`src/hw/emacr_regs.vh`:
```
// Purpose: register offsets, fields and reset values of the receive status
//          and flow control block
// Assumes: 8-bit register port, byte offsets
// Notes:   definitions only
`ifndef EMACR_REGS_VH
`define EMACR_REGS_VH

// ----------------------------------------------------------------------
// register offsets
// ----------------------------------------------------------------------
`define EMACR_OFS_CFG1      8'h20
`define EMACR_OFS_GAP       8'h2F
`define EMACR_OFS_MAXLEN_L  8'h30
`define EMACR_OFS_MAXLEN_H  8'h31
`define EMACR_OFS_RRP_L     8'h49
`define EMACR_OFS_RRP_H     8'h4A
`define EMACR_OFS_THRESH    8'h4C
`define EMACR_OFS_ISTAT     8'h60
`define EMACR_OFS_IMASK     8'h61
`define EMACR_OFS_RXST_L    8'h62
`define EMACR_OFS_RXST_H    8'h63

// ----------------------------------------------------------------------
// fields and reset values
// ----------------------------------------------------------------------
`define EMACR_CFG1_SKIPCRC  0
`define EMACR_CFG1_FULLDUP  1
`define EMACR_CFG1_MASK     8'h03
`define EMACR_GAP_RESET     7'h12
`define EMACR_MAXLEN_RESET  16'h0600
`define EMACR_RRPH_MASK     8'h1F
`define EMACR_THRESH_MASK   8'h3F
`define EMACR_INT_MASK      8'h07
`define EMACR_INT_RXDONE    0
`define EMACR_INT_RXERR     1
`define EMACR_INT_FLOW      2
`define EMACR_ST_OK         15
`define EMACR_ST_ALIGN      14
`define EMACR_ST_CRC        13
`define EMACR_HDR_NIBBLES   5'h08
`define EMACR_CRC_INIT      32'hFFFFFFFF
`define EMACR_CRC_RESIDUE   32'hDEBB20E3
`define EMACR_CRC_POLY      32'hEDB88320
`define EMACR_JAM_NIBBLE    4'h5

`endif

```
`src/hw/emacr_rx_status_flow.v`:
```
// Purpose: receive status word, register file and buffer flow control
// Assumes: all inputs except nrst synchronous to clk; nibble stream from the line side
// Notes:   one clock, 250 MHz; reads answer one cycle after the strobe
//
// Functional notes
// status bit 15 is set when a frame arrived complete and clean.
// status bit 14 is set when a frame held an odd number of nibbles.
// status bit 13 is set when the received check sequence is wrong.
// the block keeps working while the processor halts and raises its interrupt.
// reset restores defaults; unused registers and bits ignore writes and read 0.
// software writes zero into unused bits.
// the gap register holds a 7-bit value in bits 6:0 and bit 7 reads 0.
// the 16-bit frame limit resets to 0600h and may be programmed lower.
// with header skip set the first 4 bytes stay out of the check sum.
// the read pointer is high byte over low byte, high bit 0 being bit 8.
// high pointer bits 7:5 are read-only zero, the lower five are writable.
// the low six threshold bits set the level and zero disables flow control.
// in full duplex one pause frame is requested when the level is reached.
// in half duplex the medium is jammed with nibbles of value 5.
// jamming stops once free buffers exceed the threshold.
// flow control fires at count not above the level and re-arms above it.
//
// Implementation choice: strobed register access.
`include "emacr_regs.vh"

module emacr_rx_status_flow (
   input  wire        clk,
   input  wire        nrst,
   // register port
   input  wire [7:0]  regAddr,
   input  wire [7:0]  regWriteData,
   input  wire        regWrite,
   input  wire        regRead,
   output reg  [7:0]  regReadData,
   // line side receive nibbles
   input  wire        rxNibbleValid,
   input  wire [3:0]  rxNibble,
   input  wire        rxFrameEnd,
   input  wire        rxLineError,
   // buffer manager
   input  wire [5:0]  freeRxBufferCount,
   // outputs to the rest of the mac
   output reg  [15:0] rxStatusWord,
   output reg         rxStatusValid,
   output wire [6:0]  nonbackGapValue,
   output wire [15:0] maxFrameLength,
   output wire [15:0] rxReadPointer,
   output reg         pauseRequest,
   output reg         jamActive,
   output wire [3:0]  jamNibble,
   output wire        irq
);

// ----------------------------------------------------------------------
// reset release
// ----------------------------------------------------------------------
reg rstMeta;
reg rstSync;

// release waits two edges so no flop leaves reset half a cycle early
always @(posedge clk or negedge nrst) begin
   if (!nrst) begin
      rstMeta <= 1'b0;
      rstSync <= 1'b0;
   end else begin
      rstMeta <= 1'b1;
      rstSync <= rstMeta;
   end
end

wire rstN = rstSync;

// ----------------------------------------------------------------------
// registers
// ----------------------------------------------------------------------
// only the documented bits are stored or, in the 8-bit first configuration register, kept by the write mask, so unused bits cannot read back as ones
reg [7:0]  macConfigOne;
reg [6:0]  nonbackGap;
reg [15:0] maxFrameLen;
reg [7:0]  rxReadPointerLow;
reg [4:0]  rxReadPointerHigh;
reg [5:0]  flowThresholdLevel;
reg [2:0]  intMask;
reg [2:0]  intStatus;

// control bits of the first configuration register
wire skipHeaderCrc = macConfigOne[`EMACR_CFG1_SKIPCRC];
wire fullDuplex    = macConfigOne[`EMACR_CFG1_FULLDUP];

assign nonbackGapValue = nonbackGap;
assign maxFrameLength  = maxFrameLen;
// high byte over low byte, pointer bits 15:13 always zero
assign rxReadPointer   = {3'b000, rxReadPointerHigh, rxReadPointerLow};

// writes keep only the documented bits; other offsets fall through
always @(posedge clk or negedge rstN) begin
   if (!rstN) begin
      macConfigOne       <= 8'h00;
      nonbackGap         <= `EMACR_GAP_RESET;
      maxFrameLen        <= `EMACR_MAXLEN_RESET;
      rxReadPointerLow   <= 8'h00;
      rxReadPointerHigh  <= 5'h00;
      flowThresholdLevel <= 6'h00;
      intMask            <= 3'h0;
   end else if (regWrite) begin
      case (regAddr)
         `EMACR_OFS_CFG1: begin
            macConfigOne <= regWriteData & `EMACR_CFG1_MASK;
         end
         `EMACR_OFS_GAP: begin
            nonbackGap <= regWriteData[6:0];
         end
         `EMACR_OFS_MAXLEN_L: begin
            maxFrameLen[7:0] <= regWriteData;
         end
         `EMACR_OFS_MAXLEN_H: begin
            maxFrameLen[15:8] <= regWriteData;
         end
         `EMACR_OFS_RRP_L: begin
            rxReadPointerLow <= regWriteData;
         end
         `EMACR_OFS_RRP_H: begin
            rxReadPointerHigh <= regWriteData[4:0];
         end
         `EMACR_OFS_THRESH: begin
            flowThresholdLevel <= regWriteData[5:0];
         end
         `EMACR_OFS_IMASK: begin
            intMask <= regWriteData[2:0];
         end
         default: begin
            // unused offset: write ignored
         end
      endcase
   end
end

// ----------------------------------------------------------------------
// frame checking
// ----------------------------------------------------------------------
// reflected crc-32, one nibble per call, lsb first
function [31:0] crcNibble;
   input [31:0] crcIn;
   input [3:0]  data;
   integer i;
   reg [31:0] c;
   begin
      c = crcIn;
      for (i = 0; i < 4; i = i + 1) begin
         if (c[0] ^ data[i]) begin
            c = (c >> 1) ^ `EMACR_CRC_POLY;
         end else begin
            c = c >> 1;
         end
      end
      crcNibble = c;
   end
endfunction

reg [31:0] crcAcc;
reg [16:0] nibbleCount;
reg        frameLineErr;

// header nibbles are counted but kept out of the check sum
wire inHeader = skipHeaderCrc && (nibbleCount < {12'h000, `EMACR_HDR_NIBBLES});

// accumulate over the frame; the last nibble may come with the end strobe
always @(posedge clk or negedge rstN) begin
   if (!rstN) begin
      crcAcc       <= `EMACR_CRC_INIT;
      nibbleCount  <= 17'h00000;
      frameLineErr <= 1'b0;
   end else if (rxFrameEnd) begin
      crcAcc       <= `EMACR_CRC_INIT;
      nibbleCount  <= 17'h00000;
      frameLineErr <= 1'b0;
   end else begin
      if (rxNibbleValid) begin
         if (!inHeader) begin
            crcAcc <= crcNibble(crcAcc, rxNibble);
         end
         if (nibbleCount != 17'h1FFFF) begin
            nibbleCount <= nibbleCount + 17'h00001;
         end
      end
      if (rxLineError) begin
         frameLineErr <= 1'b1;
      end
   end
end

// fold a nibble that arrives together with the end strobe
reg [31:0] finalCrc;
reg [16:0] finalCount;

always @* begin
   finalCrc   = crcAcc;
   finalCount = nibbleCount;
   if (rxNibbleValid) begin
      if (!inHeader) begin
         finalCrc = crcNibble(crcAcc, rxNibble);
      end
      // hold at the top so a runaway frame never wraps to a short count
      if (nibbleCount != 17'h1FFFF) begin
         finalCount = nibbleCount + 17'h00001;
      end
   end
end

// frame limit compares whole bytes; a trailing odd nibble is not counted
wire oddNibbles = finalCount[0];
wire crcBad     = finalCrc != `EMACR_CRC_RESIDUE;
wire tooLong    = finalCount[16:1] > maxFrameLen;
wire lineBad    = frameLineErr | rxLineError;
wire frameGood  = !oddNibbles && !crcBad && !tooLong && !lineBad;

// status word of the frame now closing; unused bits stay zero
reg [15:0] next_rxStatusWord;

always @* begin
   next_rxStatusWord                  = 16'h0000;
   next_rxStatusWord[`EMACR_ST_OK]    = frameGood;
   next_rxStatusWord[`EMACR_ST_ALIGN] = oddNibbles;
   next_rxStatusWord[`EMACR_ST_CRC]   = crcBad;
end

// status word holds until the next frame ends
always @(posedge clk or negedge rstN) begin
   if (!rstN) begin
      rxStatusWord  <= 16'h0000;
      rxStatusValid <= 1'b0;
   end else begin
      rxStatusValid <= rxFrameEnd;
      if (rxFrameEnd) begin
         rxStatusWord <= next_rxStatusWord;
      end
   end
end

// ----------------------------------------------------------------------
// flow control
// ----------------------------------------------------------------------
reg  flowArmed;
wire flowEnabled = flowThresholdLevel != 6'h00;
wire atOrBelow   = freeRxBufferCount <= flowThresholdLevel;
wire flowFire    = flowEnabled && flowArmed && atOrBelow;

// one trigger per crossing; the pause request is a single pulse
always @(posedge clk or negedge rstN) begin
   if (!rstN) begin
      pauseRequest <= 1'b0;
   end else begin
      pauseRequest <= flowFire && fullDuplex;
   end
end

// re-arm only once the count climbs above the level again; without this
// a count parked on the level would fire on every edge
always @(posedge clk or negedge rstN) begin
   if (!rstN) begin
      flowArmed <= 1'b1;
   end else if (flowFire) begin
      flowArmed <= 1'b0;
   end else if (!atOrBelow) begin
      flowArmed <= 1'b1;
   end
end

// jam holds until buffers are freed, the feature is switched off or the
// link goes full duplex, where jamming would only corrupt the peer
always @(posedge clk or negedge rstN) begin
   if (!rstN) begin
      jamActive <= 1'b0;
   end else if (flowFire && !fullDuplex) begin
      jamActive <= 1'b1;
   end else if (!atOrBelow || fullDuplex || !flowEnabled) begin
      jamActive <= 1'b0;
   end
end

// jam pattern is a constant; the transmit path muxes it in while jamming
assign jamNibble = jamActive ? `EMACR_JAM_NIBBLE : 4'h0;

// ----------------------------------------------------------------------
// interrupts
// ----------------------------------------------------------------------
wire [2:0] intEvent;
assign intEvent[`EMACR_INT_RXDONE] = rxStatusValid;
assign intEvent[`EMACR_INT_RXERR]  = rxStatusValid && !rxStatusWord[`EMACR_ST_OK];
assign intEvent[`EMACR_INT_FLOW]   = flowFire;

wire statusRead = regRead && (regAddr == `EMACR_OFS_ISTAT);

reg [2:0] next_intStatus;

// a read clears, but an event in the same cycle survives it, so a frame
// ending under the read is never lost
always @* begin
   if (statusRead) begin
      next_intStatus = intEvent;
   end else begin
      next_intStatus = intStatus | intEvent;
   end
end

// sticky status bits
always @(posedge clk or negedge rstN) begin
   if (!rstN) begin
      intStatus <= 3'h0;
   end else begin
      intStatus <= next_intStatus;
   end
end

// no halt gating anywhere, so a halted cpu still gets woken
assign irq = |(intStatus & intMask);

// ----------------------------------------------------------------------
// register read
// ----------------------------------------------------------------------
reg [7:0] next_regReadData;

always @* begin
   next_regReadData = 8'h00;
   case (regAddr)
      `EMACR_OFS_CFG1: begin
         next_regReadData = macConfigOne;
      end
      `EMACR_OFS_GAP: begin
         next_regReadData = {1'b0, nonbackGap};
      end
      `EMACR_OFS_MAXLEN_L: begin
         next_regReadData = maxFrameLen[7:0];
      end
      `EMACR_OFS_MAXLEN_H: begin
         next_regReadData = maxFrameLen[15:8];
      end
      `EMACR_OFS_RRP_L: begin
         next_regReadData = rxReadPointerLow;
      end
      `EMACR_OFS_RRP_H: begin
         next_regReadData = {3'b000, rxReadPointerHigh};
      end
      `EMACR_OFS_THRESH: begin
         next_regReadData = {2'b00, flowThresholdLevel};
      end
      `EMACR_OFS_ISTAT: begin
         next_regReadData = {5'h00, intStatus};
      end
      `EMACR_OFS_IMASK: begin
         next_regReadData = {5'h00, intMask};
      end
      `EMACR_OFS_RXST_L: begin
         next_regReadData = rxStatusWord[7:0];
      end
      `EMACR_OFS_RXST_H: begin
         next_regReadData = rxStatusWord[15:8];
      end
      default: begin
         next_regReadData = 8'h00;
      end
   endcase
end

// data stands only in the cycle after the strobe, zero otherwise
always @(posedge clk or negedge rstN) begin
   if (!rstN) begin
      regReadData <= 8'h00;
   end else if (regRead) begin
      regReadData <= next_regReadData;
   end else begin
      regReadData <= 8'h00;
   end
end

endmodule

```
`config.mk`:
```
export PLATFORM = sky130hd
export DESIGN_NAME = emacr_rx_status_flow
export DESIGN_NICKNAME = d
export VERILOG_FILES = /design/src/hw/emacr_rx_status_flow.v
export VERILOG_INCLUDE_DIRS = /design/src /design/src/hw
export SDC_FILE = /design/constraint.sdc
export NUM_CORES = 1
export LEC_CHECK = 0
export BUFFER_PORTS_ARGS = -buffer_cell sky130_fd_sc_hd__buf_2
export CAP_MARGIN = 30
export CORE_MARGIN = 2
export CORE_UTILIZATION = 30
export CTS_CLUSTER_DIAMETER = 80
export DETAILED_ROUTE_END_ITERATION = 10
export PLACE_DENSITY = 0.52
export SLEW_MARGIN = 10
export SYNTH_ARGS = -nofsm -noshare
export SYNTH_HDL_FRONTEND = slang
export SYNTH_SLANG_ARGS = --single-unit
```
`constraint.sdc`:
```
create_clock -name clk -period 3.73 [get_ports clk]
set_input_delay 0.5595 -clock clk [delete_from_list [all_inputs] [get_ports clk]]
set_output_delay 0.5595 -clock clk [all_outputs]
set_load 0.01 [all_outputs]
```
After elaboration in Yosys (flattened, before gate mapping)
Index checks and enable logic that the tools add are counted.

Bits in registers: 117. Output and inout bits: 71. Logic and storage cells: 127.

$add $sub $neg: 1. $lt $le $gt $ge: 3. Equal/unequal tests: 14. Muxes and demuxes: 38. Bitwise gates (word level): 17. Reduce and logical (&&, ||, !) cells: 34.

Operators with widths (number): $mux 32 (25); $not 13->14 (7); $pmux 8 s10 (1); $mux 17 (3); $eq 8x7->1 const B (6); $eq 8x6->1 const B (4); $ne 32x32->1 const B (1); $reduce_and 2->1 (9); $add 17x1->17 const B (1); $lt 17x4->1 const B (1); $ne 17x17->1 const B (1); $gt 16x16->1 (1); $logic_and 1x1->1 (10); $logic_not 1->1 (8); $mux 8 (1); $xor 1x1->1 (7); $le 6x6->1 (1); $mux 1 (6); $mux 3 (2); $reduce_bool 2->1 (3); $reduce_bool 6->1 (1); $and 3x3->3 (1); $or 3x3->3 (1); $reduce_or 3->1 (1); other kinds (4) (5).

Longest topological paths before layout
Gate-level depths: netlist of run 1.

Depth after elaboration: 21. Gate-level depth with buffers: 15.

Worst setup path after synthesis of run 1
No wires, ideal clock.

Path kind: reg-to-reg. Start point: register nibbleCount[3]. End point: register rxStatusWord[15]. Library setup time: 0.081 ns. Arrival time: 3.066 ns. Slack: 0.583 ns. Cell stages (with the launch flop): 16. Path buffers: 1. Period minus slack after synthesis: 3.147 ns. Cells stage by stage: dfrtp_1 and3_1 and3_1 clkbuf_1 a41oi_2 nand3_1 nor3_1 xor2_1 ha_1 nand4_1 or3_1 nor3_1 nor2_1 o31ai_1 o2111ai_1 o22ai_2.

Longest elaborated chain between the ends: 9.

RTL lines: start, declared (line emacr_rx_status_flow.v:161) `reg [16:0] nibbleCount;`; start signal, assigned (line emacr_rx_status_flow.v:183) `nibbleCount <= nibbleCount + 17'h00001;`; parallel branches: the longest is 7 deep, another holds $add 17x1->17; $logic_and 1x1->1 * (2 in a row) (line emacr_rx_status_flow.v:215) `wire frameGood = !oddNibbles && !crcBad && !tooLong && !lineBad;`; end signal, assigned (line emacr_rx_status_flow.v:235) `rxStatusWord <= next_rxStatusWord;`; end, declared (line emacr_rx_status_flow.v:43) `output reg [15:0] rxStatusWord,`.

Mark *: on every way between the ends. A chain may end at the register's enable or synchronous reset.

Final worst setup path of run 1
Ends and elaborated chain as after synthesis.

==> results of run 1 <==
-- layout by cell type, fill, tap and decap left out, types with 5 or more instances in the layout --
cell	Yosys	routed
nor3_1	9	9
mux2i_1	7	7
nand2_1	26	26
mux2_2	42	42
buf_4	20	16
buf_2	0	85
clkbuf_16	0	17
a222oi_1	12	12
a21oi_1	11	11
conb_1	2	19
nor4_1	7	7
dfstp_2	37	37
a22oi_1	6	6
o21a_1	5	5
dfrtp_1	80	79
ha_1	23	23
nand4_1	9	9
a31oi_1	5	5
inv_6	0	6
xnor2_1	34	34
nor2b_1	25	25
mux2_1	5	5
inv_1	34	34
nor2_1	49	49
a211o_1	26	26
o21ai_0	7	7
xor2_1	11	11
nand3_1	10	10
and2_1	5	5
-- registers in the layout, indices dropped and copies added (netlist names), 2 cells and up --
register	cells
crcAcc	32
flowThresholdLevel	6
intMask	3
intStatus	3
macConfigOne	2
maxFrameLength	16
nibbleCount	17
nonbackGapValue	7
regReadData	8
rxReadPointerHigh	5
rxReadPointerLow	8
rxStatusWord	3
-- routing by layer --
layer | GRT usage, % | vias to the layer above | wire length (um)
met5 | 0 | - | 0
met4 | 4.32 | 0 | 310
met3 | 4.11 | 24 | 859
met2 | 23.4 | 162 | 7850
met1 | 20.0 | 2413 | 7760
li1 | - | 2309 | -
-- per-stage QoR --
step	setup slack [ns]	cells	instance area, um2
after CTS	0.571	988	7890
final	0.560	988	7890
after detailed placement	0.589	955	7280
after global routing	0.307	988	7890
after global placement	0.638	955	7280
after floorplan	0.294	612	6640
-- what timing repair did --
item	4_1_cts	5_1_grt
buffers inserted	0	0
hold buffers	1	0
endpoints found under the hold margin	2	0
gates resized for setup	0	0
-- worst paths after layout --
| kind | startpoint | end | slack [ns] | cells after the start |
|---|---|---|---|---|
| hold reg to reg | rstMeta$_DFF_PN0_ | rstN$_DFF_PN0_ | 0.35 | 0 |
| hold / removal | rstMeta$_DFF_PN0_ | rstN$_DFF_PN0_ | 0.35 | 0 |
| setup / recovery | nibbleCount[3]$_DFF_PN0_ | rxStatusWord[15]$_DFFE_PN0P_ | 0.56 | 14 |
| setup reg to reg | nibbleCount[3]$_DFF_PN0_ | rxStatusWord[15]$_DFFE_PN0P_ | 0.56 | 14 |
| max in group asynchronous | rstN$_DFF_PN0_ | crcAcc[14]$_DFFE_PN1P_ | 2.47 | 1 |
| min in group asynchronous | rstN$_DFF_PN0_ | pauseRequest$_DFF_PN0_ | 0.43 | 0 |
-- cell type report --
type                            instances  area (um2)
Timing Repair Buffer                  102         556
Clock buffer                           17         425
Tap cell                              280         350
Inverter                               34         128
Multi-Input combinational cell        423        3280
Sequential cell                       117        2980
Clock inverter                         15         170
Fill cell                            2196       13800
-- logic make-up (layout without fill, tap and decap cells) --
family | count (synthesis) | after routing | share of synthesized area, %
flops | 117 | 117 | 45.2
compound gates | 96 | 96 | 11.7
other cells | 2 | 19 | 0.114
fa+ha+maj | 23 | 23 | 4.38
buf+inv | 72 | 168 | 5.86
simple gates | 177 | 177 | 14.6
mux | 54 | 54 | 9.12
xor+xnor | 54 | 54 | 8.95
-- where the power goes --
part / internal (mW) / switching (mW) / total, mW / leakage, nW
Sequential: 1.38 / 0.106 / 1.49 / 1.46
Combinational: 0.272 / 0.294 / 0.566 / 1.91
Clock: 0.998 / 0.648 / 1.65 / 0.282
==> results by group, run 1 <==
Outcome
  – Status: complete, no violations

Synth
  – Predominant post-synthesis flop cell: dfrtp_1
  – Area fraction of the dominant cell type after synthesis: 30.5%
  – Async S/R FF share, synth: 100%
  – Synth Warn #: 0
  – Count leader, synth: dfrtp_1
  – Most common library cells after synthesis: 80 x dfrtp_1, 49 x nor2_1, 42 x mux2_2, 37 x dfstp_2
  – Sequential share of the synthesized area: 45.2%
  – Synth Instances: 595
  – Syn Std Cell Area: 0.00657 mm2
  – EDFF count, synth: 0
  – Synth unique cells: 71
  – Synthesis-stage register bit count: 117
  – Avg Cell Area, Syn: 11.0 um2
  – Largest area contributor in the netlist: dfrtp_1
  – Synth area leaders: dfrtp_1 30%, dfstp_2 15%, mux2_2 7.2%, xnor2_1 4.5%, ha_1 4.4%

Critical path
  – Crit path largest cell delay: 0.42 ns
  – CP delay by family, top: simple AND/OR/NAND/NOR gates
  – Data arrival, critical path: 3.51 ns
  – Crit-path max FO: 5
  – CP max stage cell: dfrtp_1
  – Worst Setup End Kind: flip-flop
  – CP Class: flip-flop to flip-flop
  – Worst-path cell chain: and3_1 > and3_1 > a41oi_2 > nand3_1 > nor3_1 > xor2_1 > ha_1 > nand4_1 > or3_1 > nor3_1 > nor2_1 > o31ai_1 > o2111ai_1 > o22ai_2
  – Critical Path Start Type: flip-flop
  – Buf+Inv Stages, Crit Path: 0
  – CP required: 4.07 ns

STA
  – Fmax: 0.315 GHz
  – Final setup fails: 0
  – Final period util: 85.0%
  – Hold Slack: 0.346 ns
  – Least-Margin Pin Slew: 0.830 ns
  – TNS Setup: 0 ns
  – Slew headroom: 44.6%
  – RSZ-0062 raised after global routing: no
  – Final Critical Period: 3.17 ns
  – Hold Fails Final Rpt: 0
  – Worst Skew: 0.00998 ns
  – Slew Viols, Final: 0

Floorplan
  – Initial Utilization: 30.3%
  – Row count: 54
  – Die area: 0.0231 mm2
  – I/O pins: 104
  – Core box area: 0.0217 mm2
  – Die Wd: 152 um
  – Die Y: 152 um

Global routing
  – Vias in the first global route: 4958
  – Congestion Overflow GR: 0
  – Antenna violations before repair: 0
  – First-pass GRT wire length: 27200 um
  – GRT Total Usage: 14.8%
  – Largest net degree at the start of global routing: 66

Clock tree
  – CTS tree: done
  – Root Buffer: clkbuf_16
  – H-tree lvl count: 4
  – Total CTS buffers: 17
  – CTS sink count: 117
  – Clk slew on worst S/H paths: 0.06 ns
  – Skew-Pair Late Insertion Delay: 0.42 ns
  – Max clock buf depth: 2

Placement
  – I/O Buffers: 85
  – GP Congestion: 0.827
  – Hpwl dp: 12600 um

Pwr
  – Leakage: 3.65 nW
  – Pwr Total: 3.70 mW
  – VDD IR max: 0.320 mV
  – Pwr dens: 470 mW/mm2

Drt
  – Initial drt markers: 316
  – Final ANT Viol Nets: 0
  – Mean number of vias per cell: 4.97
  – DR DRC count: 0
  – DR vias: 4908
  – WL/cell: 17.0 um
  – Routed WL: 16800 um
  – DR pass1 iterations: 5

Finish
  – Synthesis-to-layout area growth: 19.9%
  – Share of layout cells above drive strength 1: 33.6%
  – Antenna diode instance count: 0
  – Core Util, Final: 36.4%
  – NumNets Final: 751

Worst hold path
  – Hold Path Class: flip-flop to flip-flop

Job
  – Max Cap Viol: 0
Note: power is estimated with default switching activity, not from simulation.
==> run 2, diff against run 1 <==
Settings changed: PLACE_DENSITY 0.52 to 0.53.
Clock period 3.73 ns to 2.7 ns, I/O delays scaled along.
==> results by group, run 2 (same netlist as run 1, synthesis figures left out) <==
Outcome
  – Status: complete, but fails checks
  – Failing checks: setup timing

Drt
  – Initial drt markers: 365
  – DR vias: 5004
  – DR DRC count: 0
  – Routed WL: 17300 um
  – Mean number of vias per cell: 4.84
  – WL/cell: 16.8 um
  – DR pass1 iterations: 6
  – Final ANT Viol Nets: 0

Global routing
  – Congestion Overflow GR: 0
  – Largest net degree at the start of global routing: 68
  – GRT Total Usage: 15.2%
  – Vias in the first global route: 5143
  – First-pass GRT wire length: 27800 um
  – Antenna violations before repair: 0

Pwr
  – Pwr dens: 634 mW/mm2
  – Leakage: 3.90 nW
  – VDD IR max: 0.415 mV
  – Pwr Total: 5.28 mW

Clock tree
  – Total CTS buffers: 17
  – Post CTS Setup Buffer Count: 0
  – Root Buffer: clkbuf_16
  – Skew-Pair Late Insertion Delay: 0.42 ns
  – H-tree lvl count: 4
  – CTS sink count: 117
  – Max clock buf depth: 2
  – Clk slew on worst S/H paths: 0.06 ns
  – CTS tree: done

STA
  – Fmax: 0.350 GHz
  – Worst Skew: 0.00804 ns
  – RSZ-0062 raised after global routing: yes
  – Least-Margin Pin Slew: 0.866 ns
  – Final setup fails: 1
  – Final worst slack: -0.157 ns
  – Hold Fails Final Rpt: 0
  – Final period util: 106%
  – TNS Setup: -0.157 ns
  – Slew Viols, Final: 0
  – Slew headroom: 41.5%
  – Final Critical Period: 2.86 ns

Finish
  – Fill cells: 2151
  – Antenna diode instance count: 0
  – Max reg flops: 32
  – Share of layout cells above drive strength 1: 38.6%
  – Synthesis-to-layout area growth: 26.6%
  – Most common cell after layout, fill and taps aside: buf_2
  – NumNets Final: 796
  – Reg with most FFs: crcAcc
  – Most frequent cells in the layout: 85 x buf_2, 79 x dfrtp_1, 60 x buf_4, 48 x nor2_1, 42 x mux2_2

Critical path
  – Worst-path cell chain: and3_4 > and3_1 > a41oi_4 > and2_1 > nand3_1 > xnor2_1 > ha_1 > nand4_1 > a21oi_1 > o31ai_1 > o2111ai_1 > o22ai_2
  – CP max stage cell: dfrtp_1
  – Data arrival, critical path: 3.20 ns
  – Critical Path Start Type: flip-flop
  – CP Class: flip-flop to flip-flop
  – Crit path largest cell delay: 0.37 ns
  – Worst Setup End Kind: flip-flop
  – Reg2Reg Depth: 12
  – CP required: 3.04 ns
  – Crit-path max FO: 7

Placement
  – I/O Buffers: 85
  – Hpwl dp: 12900 um
  – GP Congestion: 0.883

Floorplan
  – Row count: 54
  – Die Y: 152 um
  – I/O pins: 104
  – Die area: 0.0231 mm2
  – Die Wd: 152 um
  – Core box area: 0.0217 mm2
  – Initial Utilization: 30.3%

Job
  – Max Cap Viol: 0

Worst hold path
  – Hold Crit Depth: 2
  – Hold Path Class: input port to flip-flop
[run 2: changes by cell type in the layout (fill, tap and decap cells not counted), moves of 2 or more]
cell        change
buf_4          +44
clkinv_4        -2
clkinvlp_4      +2
inv_6           -3
nor3_1          -2
nor3_2          +2
[run 2: through the flow]
| step | instances | hold slack [ns] | area, um2 | utilization [%] | setup WS, ns |
|---|---|---|---|---|---|
| floorplan | 612 | 0.109 | 6680 | - | -0.0741 |
| global placement | 1000 | 0.192 | 7660 | 35.3 | -0.104 |
| global route | 1033 | 0.245 | 8320 | 38.4 | -0.357 |
| CTS | 1033 | 0.236 | 8300 | 38.3 | -0.120 |
| detailed placement | 1000 | 0.191 | 7660 | 35.3 | -0.120 |
| finish | 1033 | 0.250 | 8320 | 38.4 | -0.157 |
[run 2: cell type report]
cell class	instances	area [um2]	area share [%]
clock buffer	18	439	5.28
clock inverter	14	176	2.12
inverter	34	128	1.53
multi-input combinational	423	3340	40.2
sequential	117	2980	35.8
tap	280	350	4.21
timing repair buffer	147	906	10.9
[run 2: path summary, 6_finish.rpt]
path / startpoint / endpoint / slack [ns]
max: nibbleCount[5]$_DFF_PN0_ / rxStatusWord[15]$_DFFE_PN0P_ / -0.16
min: regWriteData[7] / maxFrameLength[15]$_DFFE_PN0P_ / 0.25
min in group asynchronous: nrst / rstN$_DFF_PN0_ / 0.29
max in group asynchronous: rstN$_DFF_PN0_ / crcAcc[13]$_DFFE_PN1P_ / 1.75
max reg2reg: nibbleCount[5]$_DFF_PN0_ / rxStatusWord[15]$_DFFE_PN0P_ / -0.16
min reg2reg: rstMeta$_DFF_PN0_ / rstN$_DFF_PN0_ / 0.35
[run 2: worst max-delay path, delay by kind of cell, from the launching register on]
kind,cells,cell delay (ns)
xor+xnor,1,0.34
compound gates,5,0.87
simple gates,5,0.88
fa+ha+maj,1,0.30
flops,1,0.37
[run 2: where the power goes]
group,internal [mW],switching (mW)
combinational,0.441,0.434
sequential,1.91,0.131
clock,1.48,0.875
[run 2: what timing repair did]
action / 4_1_cts / 5_1_grt
hold buffers: 1 / 0
hold endpoints to repair: 2 / 0
pin swaps: 0 / 1
setup endpoints to repair: 1 / 2
resized for setup: 3 / 4
[run 2: routing by layer]
| metal | up-vias | global-route usage, % | part of all wire (%) |
|---|---|---|---|
| met5 | - | 0 | 0 |
| met4 | 0 | 5.38 | 1.8 |
| met3 | 24 | 3.28 | 4.0 |
| met2 | 128 | 23.5 | 46 |
| met1 | 2458 | 21.2 | 48 |
| li1 | 2394 | - | - |
